===== src/gpm_pkg.sv =====
package gpm_pkg;

  localparam int NPORT  = 3;
  localparam int PIN_W  = 8;
  localparam int MODE_W = 2;
  localparam int CON_W  = PIN_W * MODE_W;
  localparam int NIRQ   = 8;

  typedef logic [MODE_W-1:0] gpm_mode_t;
  typedef logic [NPORT-1:0][PIN_W-1:0] gpm_bits_t;
  typedef logic [NPORT-1:0][CON_W-1:0] gpm_con_t;

  // Function-select codes
  localparam gpm_mode_t MODE_00 = 2'h0;
  localparam gpm_mode_t MODE_01 = 2'h1;
  localparam gpm_mode_t MODE_10 = 2'h2;
  localparam gpm_mode_t MODE_11 = 2'h3;

  // Pins that physically exist on each port
  localparam gpm_bits_t PIN_PRESENT = {8'h1f, 8'hff, 8'hff};

  // Per pin, bit m set means function-select code m gives plain GPIO.
  // Codes with no listed function also fall back to GPIO.
  localparam logic [NPORT-1:0][PIN_W-1:0][3:0] GPIO_MODES = {
    {4'hf, 4'hf, 4'hf, 4'he, 4'he, 4'hf, 4'h1, 4'h5},
    {4'h9, 4'h9, 4'h9, 4'h1, 4'h5, 4'h5, 4'h5, 4'h9},
    {4'h2, 4'hd, 4'hd, 4'h1, 4'h1, 4'h1, 4'h1, 4'h1}};

  // Pin whose code 00 is the power-on-reset indicator output
  localparam gpm_bits_t POR_PIN = {8'h00, 8'h00, 8'h80};
  localparam int        POR_PORT_IDX = 0;
  localparam int        POR_BIT_IDX  = 7;

  // External interrupt line i is fed by pin IRQ_PIN[i] of port IRQ_PORT[i]
  localparam logic [NIRQ-1:0][1:0] IRQ_PORT = {
    2'h1, 2'h1, 2'h1, 2'h1, 2'h1, 2'h0, 2'h0, 2'h0};
  localparam logic [NIRQ-1:0][2:0] IRQ_PIN = {
    3'h7, 3'h6, 3'h5, 3'h1, 3'h0, 3'h6, 3'h5, 3'h3};

  // Reset values
  localparam logic [PIN_W-1:0] OUT_RST     = 8'h00;
  localparam gpm_bits_t        PAD_OE_RST  = {8'h00, 8'h00, 8'h80};
  localparam gpm_bits_t        PAD_O_RST   = {8'h00, 8'h00, 8'h00};
  localparam gpm_bits_t        PAD_PU_RST  = {8'h00, 8'h00, 8'h00};
  localparam gpm_bits_t        BITS_RST    = {8'h00, 8'h00, 8'h00};
  localparam logic [NIRQ-1:0]  IRQ_RST     = 8'h00;
  localparam logic             POR_PIN_RST = 1'b0;
  localparam logic             POR_PIN_IDLE = 1'b1;

endpackage


===== src/gpm_ctl_if.sv =====
interface gpm_ctl_if #(
  parameter int W = 8
) ();
  logic         wr_out;
  logic         wr_set;
  logic         wr_clr;
  logic         wr_tgl;
  logic [W-1:0] wdata;
  logic [W-1:0] value;

  modport ctl (
    output wr_out,
    output wr_set,
    output wr_clr,
    output wr_tgl,
    output wdata,
    input  value
  );

  modport store (
    input  wr_out,
    input  wr_set,
    input  wr_clr,
    input  wr_tgl,
    input  wdata,
    output value
  );
endinterface


===== src/gpm_sync.sv =====
module gpm_sync #(
  parameter int W = 8
) (
  input  wire logic         mclk,
  input  wire logic         rst_n,
  input  wire logic [W-1:0] d,
  output logic      [W-1:0] q
);
  import gpm_pkg::*;

  typedef struct packed {
    logic [W-1:0] meta;
    logic [W-1:0] q;
  } gpm_sync_state_t;

  gpm_sync_state_t st;
  gpm_sync_state_t next_st;

  always_comb
  begin
    next_st      = st;
    next_st.meta = d;
    next_st.q    = st.meta;
  end

  always_ff @(posedge mclk or negedge rst_n)
  begin
    if (!rst_n)
    begin
      st <= '0;
    end
    else
    begin
      st <= next_st;
    end
  end

  assign q = st.q;
endmodule


===== src/gpm_outval.sv =====
module gpm_outval #(
  parameter logic [7:0] RST_VAL = gpm_pkg::OUT_RST
) (
  input  wire logic mclk,
  input  wire logic rst_n,
  gpm_ctl_if.store  bus
);
  import gpm_pkg::*;

  typedef struct packed {
    logic [PIN_W-1:0] value;
  } gpm_outval_state_t;

  gpm_outval_state_t st;
  gpm_outval_state_t next_st;

  // Writes in one cycle apply in order: load, set, clear, toggle
  always_comb
  begin
    next_st = st;
    if (bus.wr_out)
    begin
      next_st.value = bus.wdata;
    end
    if (bus.wr_set)
    begin
      next_st.value = next_st.value | bus.wdata;
    end
    if (bus.wr_clr)
    begin
      next_st.value = next_st.value & ~bus.wdata;
    end
    if (bus.wr_tgl)
    begin
      next_st.value = next_st.value ^ bus.wdata;
    end
  end

  always_ff @(posedge mclk or negedge rst_n)
  begin
    if (!rst_n)
    begin
      st.value <= RST_VAL;
    end
    else
    begin
      st <= next_st;
    end
  end

  assign bus.value = st.value;
endmodule


===== src/gpm_top.sv =====
// Overview of operation
// - Per-pin pull-up enable bit for input pins
// - Output or open-circuit enable forces pull-up off
// - Pins reset as inputs except port 0 pin 7; sampled levels readable
// - Open-circuit plus output blocks input and interrupt
// - No interrupts from open-drain driven pins
// - Output pins follow output-value register bits
// - Set write raises bits written as one
// - Clear write lowers bits written as one
// - Toggle write inverts bits written as one
// - Output enable low leaves pin undriven
// - Push-pull mode drives zero or one
// - Open-drain with value zero pulls low
// - Open-drain with value one floats pin
// - Two-bit function field per pin, 00 GPIO except port 0 pin 7 and port 2 pins 3,4
// - Port 0 interrupt pins, functions, reset output
// - Port 1 interrupt pins and PWM functions
// - Port 2 functions; pin 2 GPIO only
// - Port 2 pins 3,4 default to debug
// - Reset output low only on power-on reset
module gpm_top (
  input  wire logic               mclk,
  input  wire logic               rst_n,
  input  wire logic               por_rst_n,
  input  wire gpm_pkg::gpm_con_t  pin_function_select_reg,
  input  wire gpm_pkg::gpm_bits_t output_drive_enable_bits,
  input  wire gpm_pkg::gpm_bits_t open_circuit_enable_bits,
  input  wire gpm_pkg::gpm_bits_t pull_up_enable_bits,
  input  wire gpm_pkg::gpm_bits_t sw_wdata,
  input  wire logic [2:0]         output_value_wr,
  input  wire logic [2:0]         output_set_strobe_wr,
  input  wire logic [2:0]         output_clear_strobe_wr,
  input  wire logic [2:0]         output_toggle_strobe_wr,
  input  wire gpm_pkg::gpm_bits_t alt_o,
  input  wire gpm_pkg::gpm_bits_t alt_oe,
  input  wire gpm_pkg::gpm_bits_t pad_i,
  output gpm_pkg::gpm_bits_t      pad_o,
  output gpm_pkg::gpm_bits_t      pad_oe,
  output gpm_pkg::gpm_bits_t      pad_pu_en,
  output gpm_pkg::gpm_bits_t      alt_i,
  output gpm_pkg::gpm_bits_t      pin_level_input_reg,
  output gpm_pkg::gpm_bits_t      output_value_reg,
  output logic [7:0]              ext_interrupt_line
);
  import gpm_pkg::*;

  typedef struct packed {
    gpm_bits_t       pad_o;
    gpm_bits_t       pad_oe;
    gpm_bits_t       pad_pu;
    gpm_bits_t       level;
    gpm_bits_t       alt_i;
    logic [NIRQ-1:0] irq;
  } gpm_top_state_t;

  gpm_top_state_t st;
  gpm_top_state_t next_st;
  gpm_bits_t      pin_sync;
  gpm_bits_t      out_val;
  gpm_bits_t      in_ok;
  gpm_bits_t      irq_src;
  logic           por_pin;
  logic           next_por_pin;

  ////////////////////////////////////////////////////////////////////////////
  // Pin level synchroniser

  gpm_sync #(
    .W (NPORT * PIN_W)
  ) u_sync (
    .mclk  (mclk),
    .rst_n (rst_n),
    .d     (pad_i),
    .q     (pin_sync)
  );

  ////////////////////////////////////////////////////////////////////////////
  // Output-value registers, one per port

  for (genvar p = 0; p < NPORT; p++)
  begin : g_port
    gpm_ctl_if #(.W(PIN_W)) ctl ();

    assign ctl.wr_out = output_value_wr[p];
    assign ctl.wr_set = output_set_strobe_wr[p];
    assign ctl.wr_clr = output_clear_strobe_wr[p];
    assign ctl.wr_tgl = output_toggle_strobe_wr[p];
    assign ctl.wdata  = sw_wdata[p];
    assign out_val[p] = ctl.value;

    gpm_outval #(
      .RST_VAL (OUT_RST)
    ) u_outval (
      .mclk  (mclk),
      .rst_n (rst_n),
      .bus   (ctl.store)
    );
  end

  ////////////////////////////////////////////////////////////////////////////
  // Pad control, input path and interrupt feed

  always_comb
  begin
    gpm_mode_t mode;
    logic      oen;
    logic      oce;
    logic      ov;
    mode    = MODE_00;
    oen     = 1'b0;
    oce     = 1'b0;
    ov      = 1'b0;
    next_st = st;
    in_ok   = BITS_RST;
    irq_src = BITS_RST;
    for (int p = 0; p < NPORT; p++)
    begin
      for (int b = 0; b < PIN_W; b++)
      begin
        mode = gpm_mode_t'(pin_function_select_reg[p][2*b +: 2]);
        oen  = output_drive_enable_bits[p][b];
        oce  = open_circuit_enable_bits[p][b];
        ov   = out_val[p][b];
        in_ok[p][b]   = ~(oce & oen);
        irq_src[p][b] = in_ok[p][b] & (mode == MODE_00);
        if (!PIN_PRESENT[p][b])
        begin
          next_st.pad_o[p][b]  = 1'b0;
          next_st.pad_oe[p][b] = 1'b0;
          next_st.pad_pu[p][b] = 1'b0;
        end
        else if (GPIO_MODES[p][b][mode])
        begin
          // Open-drain drives only a low; push-pull drives the value
          next_st.pad_o[p][b]  = ov & ~oce;
          next_st.pad_oe[p][b] = oen & ~(oce & ov);
          next_st.pad_pu[p][b] = pull_up_enable_bits[p][b]
                                 & ~oen & ~oce;
        end
        else if (POR_PIN[p][b] && mode == MODE_00)
        begin
          next_st.pad_o[p][b]  = POR_PIN_IDLE;
          next_st.pad_oe[p][b] = 1'b1;
          next_st.pad_pu[p][b] = 1'b0;
        end
        else
        begin
          // Peripheral owns the pad, including the debug pins at code 00
          next_st.pad_o[p][b]  = alt_o[p][b];
          next_st.pad_oe[p][b] = alt_oe[p][b];
          next_st.pad_pu[p][b] = pull_up_enable_bits[p][b]
                                 & ~alt_oe[p][b] & ~oce;
        end
        next_st.level[p][b] = pin_sync[p][b] & in_ok[p][b];
        next_st.alt_i[p][b] = pin_sync[p][b];
      end
    end
    for (int i = 0; i < NIRQ; i++)
    begin
      next_st.irq[i] = pin_sync[IRQ_PORT[i]][IRQ_PIN[i]]
                       & irq_src[IRQ_PORT[i]][IRQ_PIN[i]];
    end
  end

  always_ff @(posedge mclk or negedge rst_n)
  begin
    if (!rst_n)
    begin
      st.pad_o  <= PAD_O_RST;
      st.pad_oe <= PAD_OE_RST;
      st.pad_pu <= PAD_PU_RST;
      st.level  <= BITS_RST;
      st.alt_i  <= BITS_RST;
      st.irq    <= IRQ_RST;
    end
    else
    begin
      st <= next_st;
    end
  end

  ////////////////////////////////////////////////////////////////////////////
  // Power-on-reset indicator pin, cleared only by the power-on reset

  always_comb
  begin
    next_por_pin = next_st.pad_o[POR_PORT_IDX][POR_BIT_IDX];
  end

  always_ff @(posedge mclk or negedge por_rst_n)
  begin
    if (!por_rst_n)
    begin
      por_pin <= POR_PIN_RST;
    end
    else
    begin
      por_pin <= next_por_pin;
    end
  end

  ////////////////////////////////////////////////////////////////////////////
  // Outputs

  always_comb
  begin
    pad_o = st.pad_o;
    pad_o[POR_PORT_IDX][POR_BIT_IDX] = por_pin;
  end

  assign pad_oe              = st.pad_oe;
  assign pad_pu_en           = st.pad_pu;
  assign alt_i               = st.alt_i;
  assign pin_level_input_reg = st.level;
  assign output_value_reg    = out_val;
  assign ext_interrupt_line  = st.irq;
endmodule


===== config.mk =====
export PLATFORM = sky130hd
export DESIGN_NAME = gpm_top
export DESIGN_NICKNAME = d
export VERILOG_FILES = /design/src/gpm_pkg.sv /design/src/gpm_ctl_if.sv /design/src/gpm_sync.sv /design/src/gpm_outval.sv /design/src/gpm_top.sv
export SDC_FILE = /design/constraint.sdc
export NUM_CORES = 1
export LEC_CHECK = 0
export ABC_AREA = 1
export BUFFER_PORTS_ARGS = -buffer_cell sky130_fd_sc_hd__buf_2
export CAP_MARGIN = 20
export CORE_AREA = 5 5 144 146
export DETAILED_ROUTE_END_ITERATION = 16
export DIE_AREA = 0 0 149 151
export GPL_TIMING_DRIVEN = 0
export PLACE_DENSITY = 0.69
export SLEW_MARGIN = 20
export SYNTH_ARGS = -nofsm -noshare
export SYNTH_HDL_FRONTEND = slang
export SYNTH_SLANG_ARGS = --single-unit

===== constraint.sdc =====
create_clock -name mclk -period 1.3 [get_ports mclk]
set_clock_uncertainty 0.1 [all_clocks]
set_input_delay 0.325 -clock mclk [delete_from_list [all_inputs] [get_ports mclk]]
set_output_delay 0.325 -clock mclk [all_outputs]
set_load 0.05 [all_outputs]

**Word-level counts from Yosys, hierarchy flattened**

Cells that the tools add are included.

- Flip-flop bits (word level): 191
- Input port bits: 231
- Output and inout port bits: 152
- Word-level logic and storage cells: 503

- Order comparisons: 21
- Multiplexer cells: 120
- Bitwise gates (word level): 331
- Reductions and logical operators: 9

Operators with widths:

| cell | count |
|---|---|
| $and A1 B1 Y1 | 211 |
| $not A1 Y1 | 108 |
| $mux W8 | 12 |
| $mux W1 | 87 |
| $lt A2 B3 Y1 const B | 21 |
| $bmux W1 S2 | 21 |
| $and A8 B8 Y8 | 3 |
| $not A8 Y8 | 3 |
| $or A8 B8 Y8 | 3 |
| $xor A8 B8 Y8 | 3 |
| $logic_not A2 Y1 | 9 |

**Longest topological paths before layout**

Gate-level depths: netlist of run 1.

- Depth after elaboration: 7
- Mapped depth: 7
- Depth with buffers taken out: 7

**Cells and area by module**

A second synthesis of run 1 with hierarchy kept.

- Cells, all modules: 801
- Area, all modules: 7442.1 µm²

Modules (own cells, without submodules):

| module | times used | cells an instance | area an instance (µm²) | sequential area each (µm²) |
|---|---|---|---|---|
| gpm_top | 1 | 456 | 4514.3 | 2979.1 |
| gpm_outval | 3 | 99 | 575.6 | 200.2 |
| gpm_sync | 1 | 48 | 1201.2 | 1201.2 |

**Least setup slack after synthesis of run 1**

No wires, ideal clock.

- Path type: register to register
- Start: register g_port[1].u_outval.bus.value[7] (netlist name)
- End: register g_port[1].u_outval.bus.value[7] (netlist name)
- Library setup time: 0.113 ns
- Data arrival time: 0.963 ns
- Data required time: 1.087 ns
- Slack: 0.124 ns
- Cell stages (with the launch flop): 6
- Buffers on the path: 0
- Period minus slack after synthesis: 1.176 ns
- Cells stage by stage: dfrtp_1 -> nand2_1 -> nand2_1 -> nand3_1 -> nand2_1 -> inv_1

**Final worst setup path of run 1**

- Start: register pad_oe[7] (netlist name)
- End: output port pad_oe[7] (netlist bit)

RTL lines:

| item | RTL line | source |
|---|---|---|
| to (decl) | gpm_top.sv:38 | `output gpm_pkg::gpm_bits_t pad_oe,` |

No word-level cell between the ends.

==> impl_metrics.env, run 1 <==
export IMPL_syn_inst=766
export IMPL_r2r_cells=9
export IMPL_wl_per_cell_um=15.1
export IMPL_portBuffers=345
export IMPL_crit_family="flip-flops"
export IMPL_rsz0062_at_grt="true"
export IMPL_dp_slack_ps=-131
export IMPL_cp_start_kind="register"
export IMPL_drcViolationCount=0
export IMPL_cts_max_level=4
export IMPL_endpoint_kind="primary output"
export IMPL_viasPerCell=4.50
export IMPL_core_area_mm2=0.0193
export IMPL_r2r_slack_ps=-10
export IMPL_die_w_um=149
export IMPL_first_pass_iters=4
export IMPL_dp_cells=1385
export IMPL_critPathArrivalTime_ps=1110
export IMPL_slowest_stage="dfstp_2"
export IMPL_met2_length_mm=12.7
export IMPL_syn_to_final_growth_pct=63.3
export IMPL_max_clock_path_buffers=2
export IMPL_violations="negative hold slack, negative setup slack"
export IMPL_yosys_area_top_type="dfrtp_1"
export IMPL_reg2reg_to="g_port[1].u_outval.bus.value[1]"
export IMPL_highest_layer="met4"
export IMPL_place_congestion=0.836
export IMPL_peakVddDrop_mv=0.862
export IMPL_drt_total_wl_mm=23.1
export IMPL_cts_buffers=17
export IMPL_yosys_top_cells_area="dfrtp_1 (65%), nand2_1 (14%), inv_1 (4.5%)"
export IMPL_worst_pin_slew_ps=685
export IMPL_track_usage=0.204
export IMPL_grt_pass1_wl_mm=35.8
export IMPL_vias=6879
export IMPL_path_buf_inv=1
export IMPL_leakagePower_uw=0.00653
export IMPL_crit_chain="buf_8"
export IMPL_fmax_ghz=0.653
export IMPL_holdBufCountCts=81
export IMPL_timing_final_crit_share=1.18
export IMPL_hp_class="input port to async pin"
export IMPL_synth_edf_count=0
export IMPL_fin_ws_ps=-233
export IMPL_path_clk_slew_ps=70
export IMPL_powerDensity_mw_per_mm2=1290
export IMPL_cts_root_buf="clkbuf_16"
export IMPL_grt_pass1_vias=7162
export IMPL_synth_seq_cells=191
export IMPL_hold_ws_ps=-210
export IMPL_cp_required_ps=880
export IMPL_overflow=0
export IMPL_synth_avg_cell_area_um2=9.56
export IMPL_rows=51
export IMPL_ios=383
export IMPL_finish_utilization=0.621
export IMPL_postRouteAntennaNets=0
export IMPL_ys_warnings_count=0
export IMPL_antenna_found_initial=2
export IMPL_post_synth_top_count_cell="nand2_1"
export IMPL_ys_seq_area_frac=0.653
export IMPL_slew_limit_headroom=0.543
export IMPL_path_class="register to primary output"
export IMPL_syn_area_mm2=0.00733
export IMPL_min_period_ps=1530
export IMPL_ys_types=21
export IMPL_drive_above_1_share=0.342
export IMPL_synth_common_cells="nand2_1 (278), dfrtp_1 (190), inv_1 (87), nand3_1 (56), o21ai_0 (50)"
export IMPL_initial_core_util=0.380
export IMPL_die_y_um=151
export IMPL_ys_dominant_reg_cell="dfrtp_1"
export IMPL_cap_violations=0
export IMPL_drtIter0Drc=286
export IMPL_stdcell_count=1527
export IMPL_n_fill_cell=1572
export IMPL_dieArea_mm2=0.0225
export IMPL_r2r_start="g_port[1].u_outval.bus.value[1]"
export IMPL_ys_async_sr_fraction=1.00
export IMPL_grt_max_degree=101
export IMPL_finalHoldViolations=90
export IMPL_synth_top_cell_area_share=0.649
export IMPL_tns_ps=-13020
export IMPL_final_setup_viol_count=144
export IMPL_slew_violations=0
export IMPL_dp_hpwl_mm=15.7
export IMPL_insertion_delay_ps=430
export IMPL_numClockSinks=191
export IMPL_status="finished, violations left"
export IMPL_cts_tree="yes"
export IMPL_wl_met3_mm=1.64
export IMPL_nNetsFinal=1482
export IMPL_cp_max_fo=1
export IMPL_drt_met1_wl_mm=8.15
export IMPL_cp_slowest_stage_delay_ps=540
final cells by class:
cell class | count | area (µm²) | share of cell area
diodes | 3 | 7.51 | 0.000628
plain buffers | 15 | 131 | 0.0110
clock buffers | 19 | 453 | 0.0379
clock inverters | 12 | 120 | 0.0100
inverters | 90 | 338 | 0.0282
multi-input cells | 477 | 2110 | 0.176
flip-flops and latches | 191 | 4780 | 0.400
well taps | 265 | 332 | 0.0277
repair buffers | 455 | 3690 | 0.308
logic make-up after synthesis:
logic type               Yosys count  synth area share
flip-flops                       191             0.653
adder cells (fa/ha/maj)            4           0.00683
buffers and inverters            106            0.0651
AO/OA/AOI/OAI                     75            0.0582
AND/OR/NAND/NOR                  389             0.217
other                              1          0.000512
repair_timing:
item / in CTS / in global routing
setup endpoints to repair: 143 / 144
gates cloned: 0 / 0
setup buffers: 21 / 7
pin swaps: 0 / 1
gates resized for setup: 291 / 4
hold endpoints to repair: 164 / 90
cell usage in the layout (no fill, tap or decap), types with 2 or more instances in the layout:
| cell type | n |
|---|---|
| nand3_1 | 56 |
| buf_8 | 3 |
| a21oi_1 | 5 |
| buf_4 | 37 |
| o21ai_0 | 50 |
| conb_1 | 9 |
| nor2_1 | 34 |
| buf_6 | 144 |
| dfrtp_2 | 3 |
| nor3_1 | 5 |
| clkbuf_16 | 17 |
| dfrtp_1 | 187 |
| inv_1 | 87 |
| diode_2 | 3 |
| clkbuf_8 | 2 |
| a211oi_1 | 2 |
| nand2_2 | 3 |
| ha_1 | 4 |
| and2_1 | 4 |
| nand2_1 | 275 |
| inv_6 | 3 |
| inv_8 | 3 |
| clkinv_4 | 5 |
| clkdlybuf4s18_2 | 3 |
| dlygate4sd3_1 | 81 |
| a21boi_0 | 17 |
| inv_2 | 3 |
| nand3b_1 | 10 |
| buf_2 | 201 |
stage by stage:
| step | total power (µW) | instance area [µm²] |
|---|---|---|
| 6_report | 15500 | 12000 |
| 5_1_grt | 16200 | 12000 |
| 4_1_cts | 15500 | 11900 |
| 3_5_place_dp | 9620 | 9450 |
| 3_3_place_gp | 9560 | 9410 |
| 2_1_floorplan | 8540 | 7360 |
worst register-to-register path, delay by kind of cell (launching register included):
family / cells / cell delay (ps)
simple gates: 5 / 280
buf+inv: 4 / 420
flops: 1 / 400
how the worst max path moves through the flow:
stage / cells past startpoint / to / startpoint
2_1_floorplan: 5 / g_port[1].u_outval.bus.value[7] / g_port[1].u_outval.bus.value[7]
3_3_place_gp: 1 / u_sync.q[0] / rst_n
3_5_place_dp: 2 / pad_oe[7] / rst_n
4_1_cts: 1 / pad_oe[7] / pad_oe[7]
5_1_grt: 1 / pad_oe[7] / pad_oe[7]
6_report: 1 / pad_oe[7] / pad_oe[7]
per-layer routing:
layer  GRT usage  vias up
li1            -     3345
met1       0.222     3226
met2       0.377      266
met3      0.0551       42
met4      0.0796        0
met5           0        -
power by group:
group	leakage [µW]	internal, µW	switching [µW]
clock network	0.000283	2630	2430
registers	0.00231	6360	240
logic	0.00394	1470	2350
Note: power is estimated with default switching activity, not from simulation.
==> run 2: changes to the inputs <==
--- a/config.mk
+++ b/config.mk
@@ -12,6 +12,7 @@
 export DETAILED_ROUTE_END_ITERATION = 16
 export DIE_AREA = 0 0 149 151
 export GPL_TIMING_DRIVEN = 0
+export MAX_ROUTING_LAYER = met4
 export PLACE_DENSITY = 0.69
 export SLEW_MARGIN = 20
 export SYNTH_ARGS = -nofsm -noshare
==> run 2 against run 1 <==
Compared with the run above: the run still ends with negative hold slack, negative setup slack left; combinational power about the same; clock power is essentially flat; routed wire length barely moved; via count fell by 0.22%; total power grew 0.11%; worst setup slack better by 1.5 ps; critical path depth stayed put; sequential power is essentially flat; largest cell class unchanged; largest power group unchanged.
==> impl_metrics.env, run 2 (synthesis gave the netlist of run 1 again) <==
export IMPL_grt_max_degree=101
export IMPL_numClockSinks=191
export IMPL_max_clock_path_buffers=2
export IMPL_critPathArrivalTime_ps=1110
export IMPL_dp_slack_ps=-131
export IMPL_viasPerCell=4.50
export IMPL_die_w_um=149
export IMPL_insertion_delay_ps=430
export IMPL_grt_pass1_wl_mm=35.7
export IMPL_crit_family="flip-flops"
export IMPL_wl_per_cell_um=15.1
export IMPL_cts_root_buf="clkbuf_16"
export IMPL_finalHoldViolations=90
export IMPL_hp_class="input port to async pin"
export IMPL_rows=51
export IMPL_cp_start_kind="register"
export IMPL_dp_hpwl_mm=15.7
export IMPL_powerDensity_mw_per_mm2=1300
export IMPL_postRouteAntennaNets=0
export IMPL_dieArea_mm2=0.0225
export IMPL_drt_total_wl_mm=23.1
export IMPL_path_depth=1
export IMPL_path_buf_inv=1
export IMPL_path_clk_slew_ps=70
export IMPL_core_area_mm2=0.0193
export IMPL_overflow=0
export IMPL_endpoint_kind="primary output"
export IMPL_first_pass_iters=4
export IMPL_antenna_found_initial=2
export IMPL_portBuffers=345
export IMPL_die_y_um=151
export IMPL_cp_max_fo=1
export IMPL_syn_to_final_growth_pct=63.3
export IMPL_r2r_cells=9
export IMPL_drtIter0Drc=321
export IMPL_cts_tree="yes"
export IMPL_nNetsFinal=1482
export IMPL_violations="negative hold slack, negative setup slack"
export IMPL_crit_chain="buf_8"
export IMPL_slew_limit_headroom=0.540
export IMPL_fin_ws_ps=-231
export IMPL_track_usage=0.210
export IMPL_cap_violations=0
export IMPL_hold_ws_ps=-209
export IMPL_status="finished, violations left"
export IMPL_grt_pass1_vias=7159
export IMPL_cts_buffers=17
export IMPL_path_class="register to primary output"
export IMPL_cp_slowest_stage_delay_ps=540
export IMPL_layout_commonest_cell="nand2_1"
export IMPL_leakagePower_uw=0.00653
export IMPL_min_period_ps=1530
export IMPL_cp_required_ps=880
export IMPL_final_setup_viol_count=144
export IMPL_fmax_ghz=0.653
export IMPL_worst_pin_slew_ps=690
export IMPL_holdBufCountCts=81
export IMPL_vias=6864
export IMPL_peakVddDrop_mv=0.857
export IMPL_cts_max_level=4
export IMPL_n_fill_cell=1571
export IMPL_slew_violations=0
export IMPL_timing_final_crit_share=1.18
export IMPL_place_congestion=0.848
export IMPL_drive_above_1_share=0.342
export IMPL_rsz0062_at_grt="true"
export IMPL_final_cell_mix="nand2_1 (275), buf_2 (201), dfrtp_1 (187), buf_6 (144), inv_1 (87)"
export IMPL_initial_core_util=0.380
export IMPL_drcViolationCount=0
export IMPL_ios=383
export IMPL_slowest_stage="dfstp_2"
-- run 2: cell counts in the layout (fill, tap and decap cells not counted) --
No cell type changed its count.
-- run 2: power by group --
| part | switching, µW | total [µW] | internal [µW] |
|---|---|---|---|
| Combinational | 2350 | 3830 | 1470 |
| Sequential | 239 | 6600 | 6360 |
| Clock | 2440 | 5080 | 2630 |
| Total | 5040 | 15500 | 10500 |
-- run 2: final cells by class --
type / count / area [µm²] / area share
Inverter: 90 / 338 / 0.0282
Sequential cell: 191 / 4780 / 0.400
Multi-Input combinational cell: 477 / 2110 / 0.176
Antenna cell: 3 / 7.51 / 0.000628
Timing Repair Buffer: 455 / 3690 / 0.308
Buffer: 15 / 131 / 0.0110
Clock buffer: 19 / 453 / 0.0379
Clock inverter: 12 / 120 / 0.0100
Tap cell: 265 / 332 / 0.0277
-- run 2: metrics by stage --
stage / setup TNS (ps) / instance area, µm² / std cells / total power (µW) / util
3_5_place_dp: -10510 / 9450 / 1385 / 9620 / 0.490
3_3_place_gp: -607540 / 9410 / 1384 / 9560 / 0.489
5_1_grt: -18610 / 12000 / 1526 / 16200 / 0.621
6_report: -12890 / 12000 / 1527 / 15500 / 0.621
2_1_floorplan: 0 / 7360 / 774 / 8540 / -
4_1_cts: -15750 / 11900 / 1517 / 15500 / 0.617
-- run 2: worst paths after layout --
path,startpoint,slack (ps),to
worst max register to register,g_port[1].u_outval.bus.value[1],-10,g_port[1].u_outval.bus.value[1]
min in group mclk,alt_oe[14],20,pad_oe[14]
worst min register to register,u_sync.next_st[7],240,u_sync.q[7]
worst min-delay path,rst_n,-210,alt_i[14]
max in group asynchronous,rst_n,350,g_port[0].u_outval.bus.value[5]
worst max-delay path,pad_oe[7],-230,pad_oe[7]
-- run 2: repair_timing --
action                                  4_1_cts  5_1_grt
gates cloned                                  0        0
endpoints found under the hold margin       164       90
pin swaps                                     0        1
endpoints found under the setup margin      143      144
buffers inserted                             21        7
resized for setup                           291        4
-- run 2: metal layers --
layer	vias to the layer above	track usage	routed length [µm]
met5	-	-	0
met4	0	0.0805	617
met3	44	0.0431	1370
met2	258	0.376	12700
met1	3221	0.231	8400
li1	3341	-	-
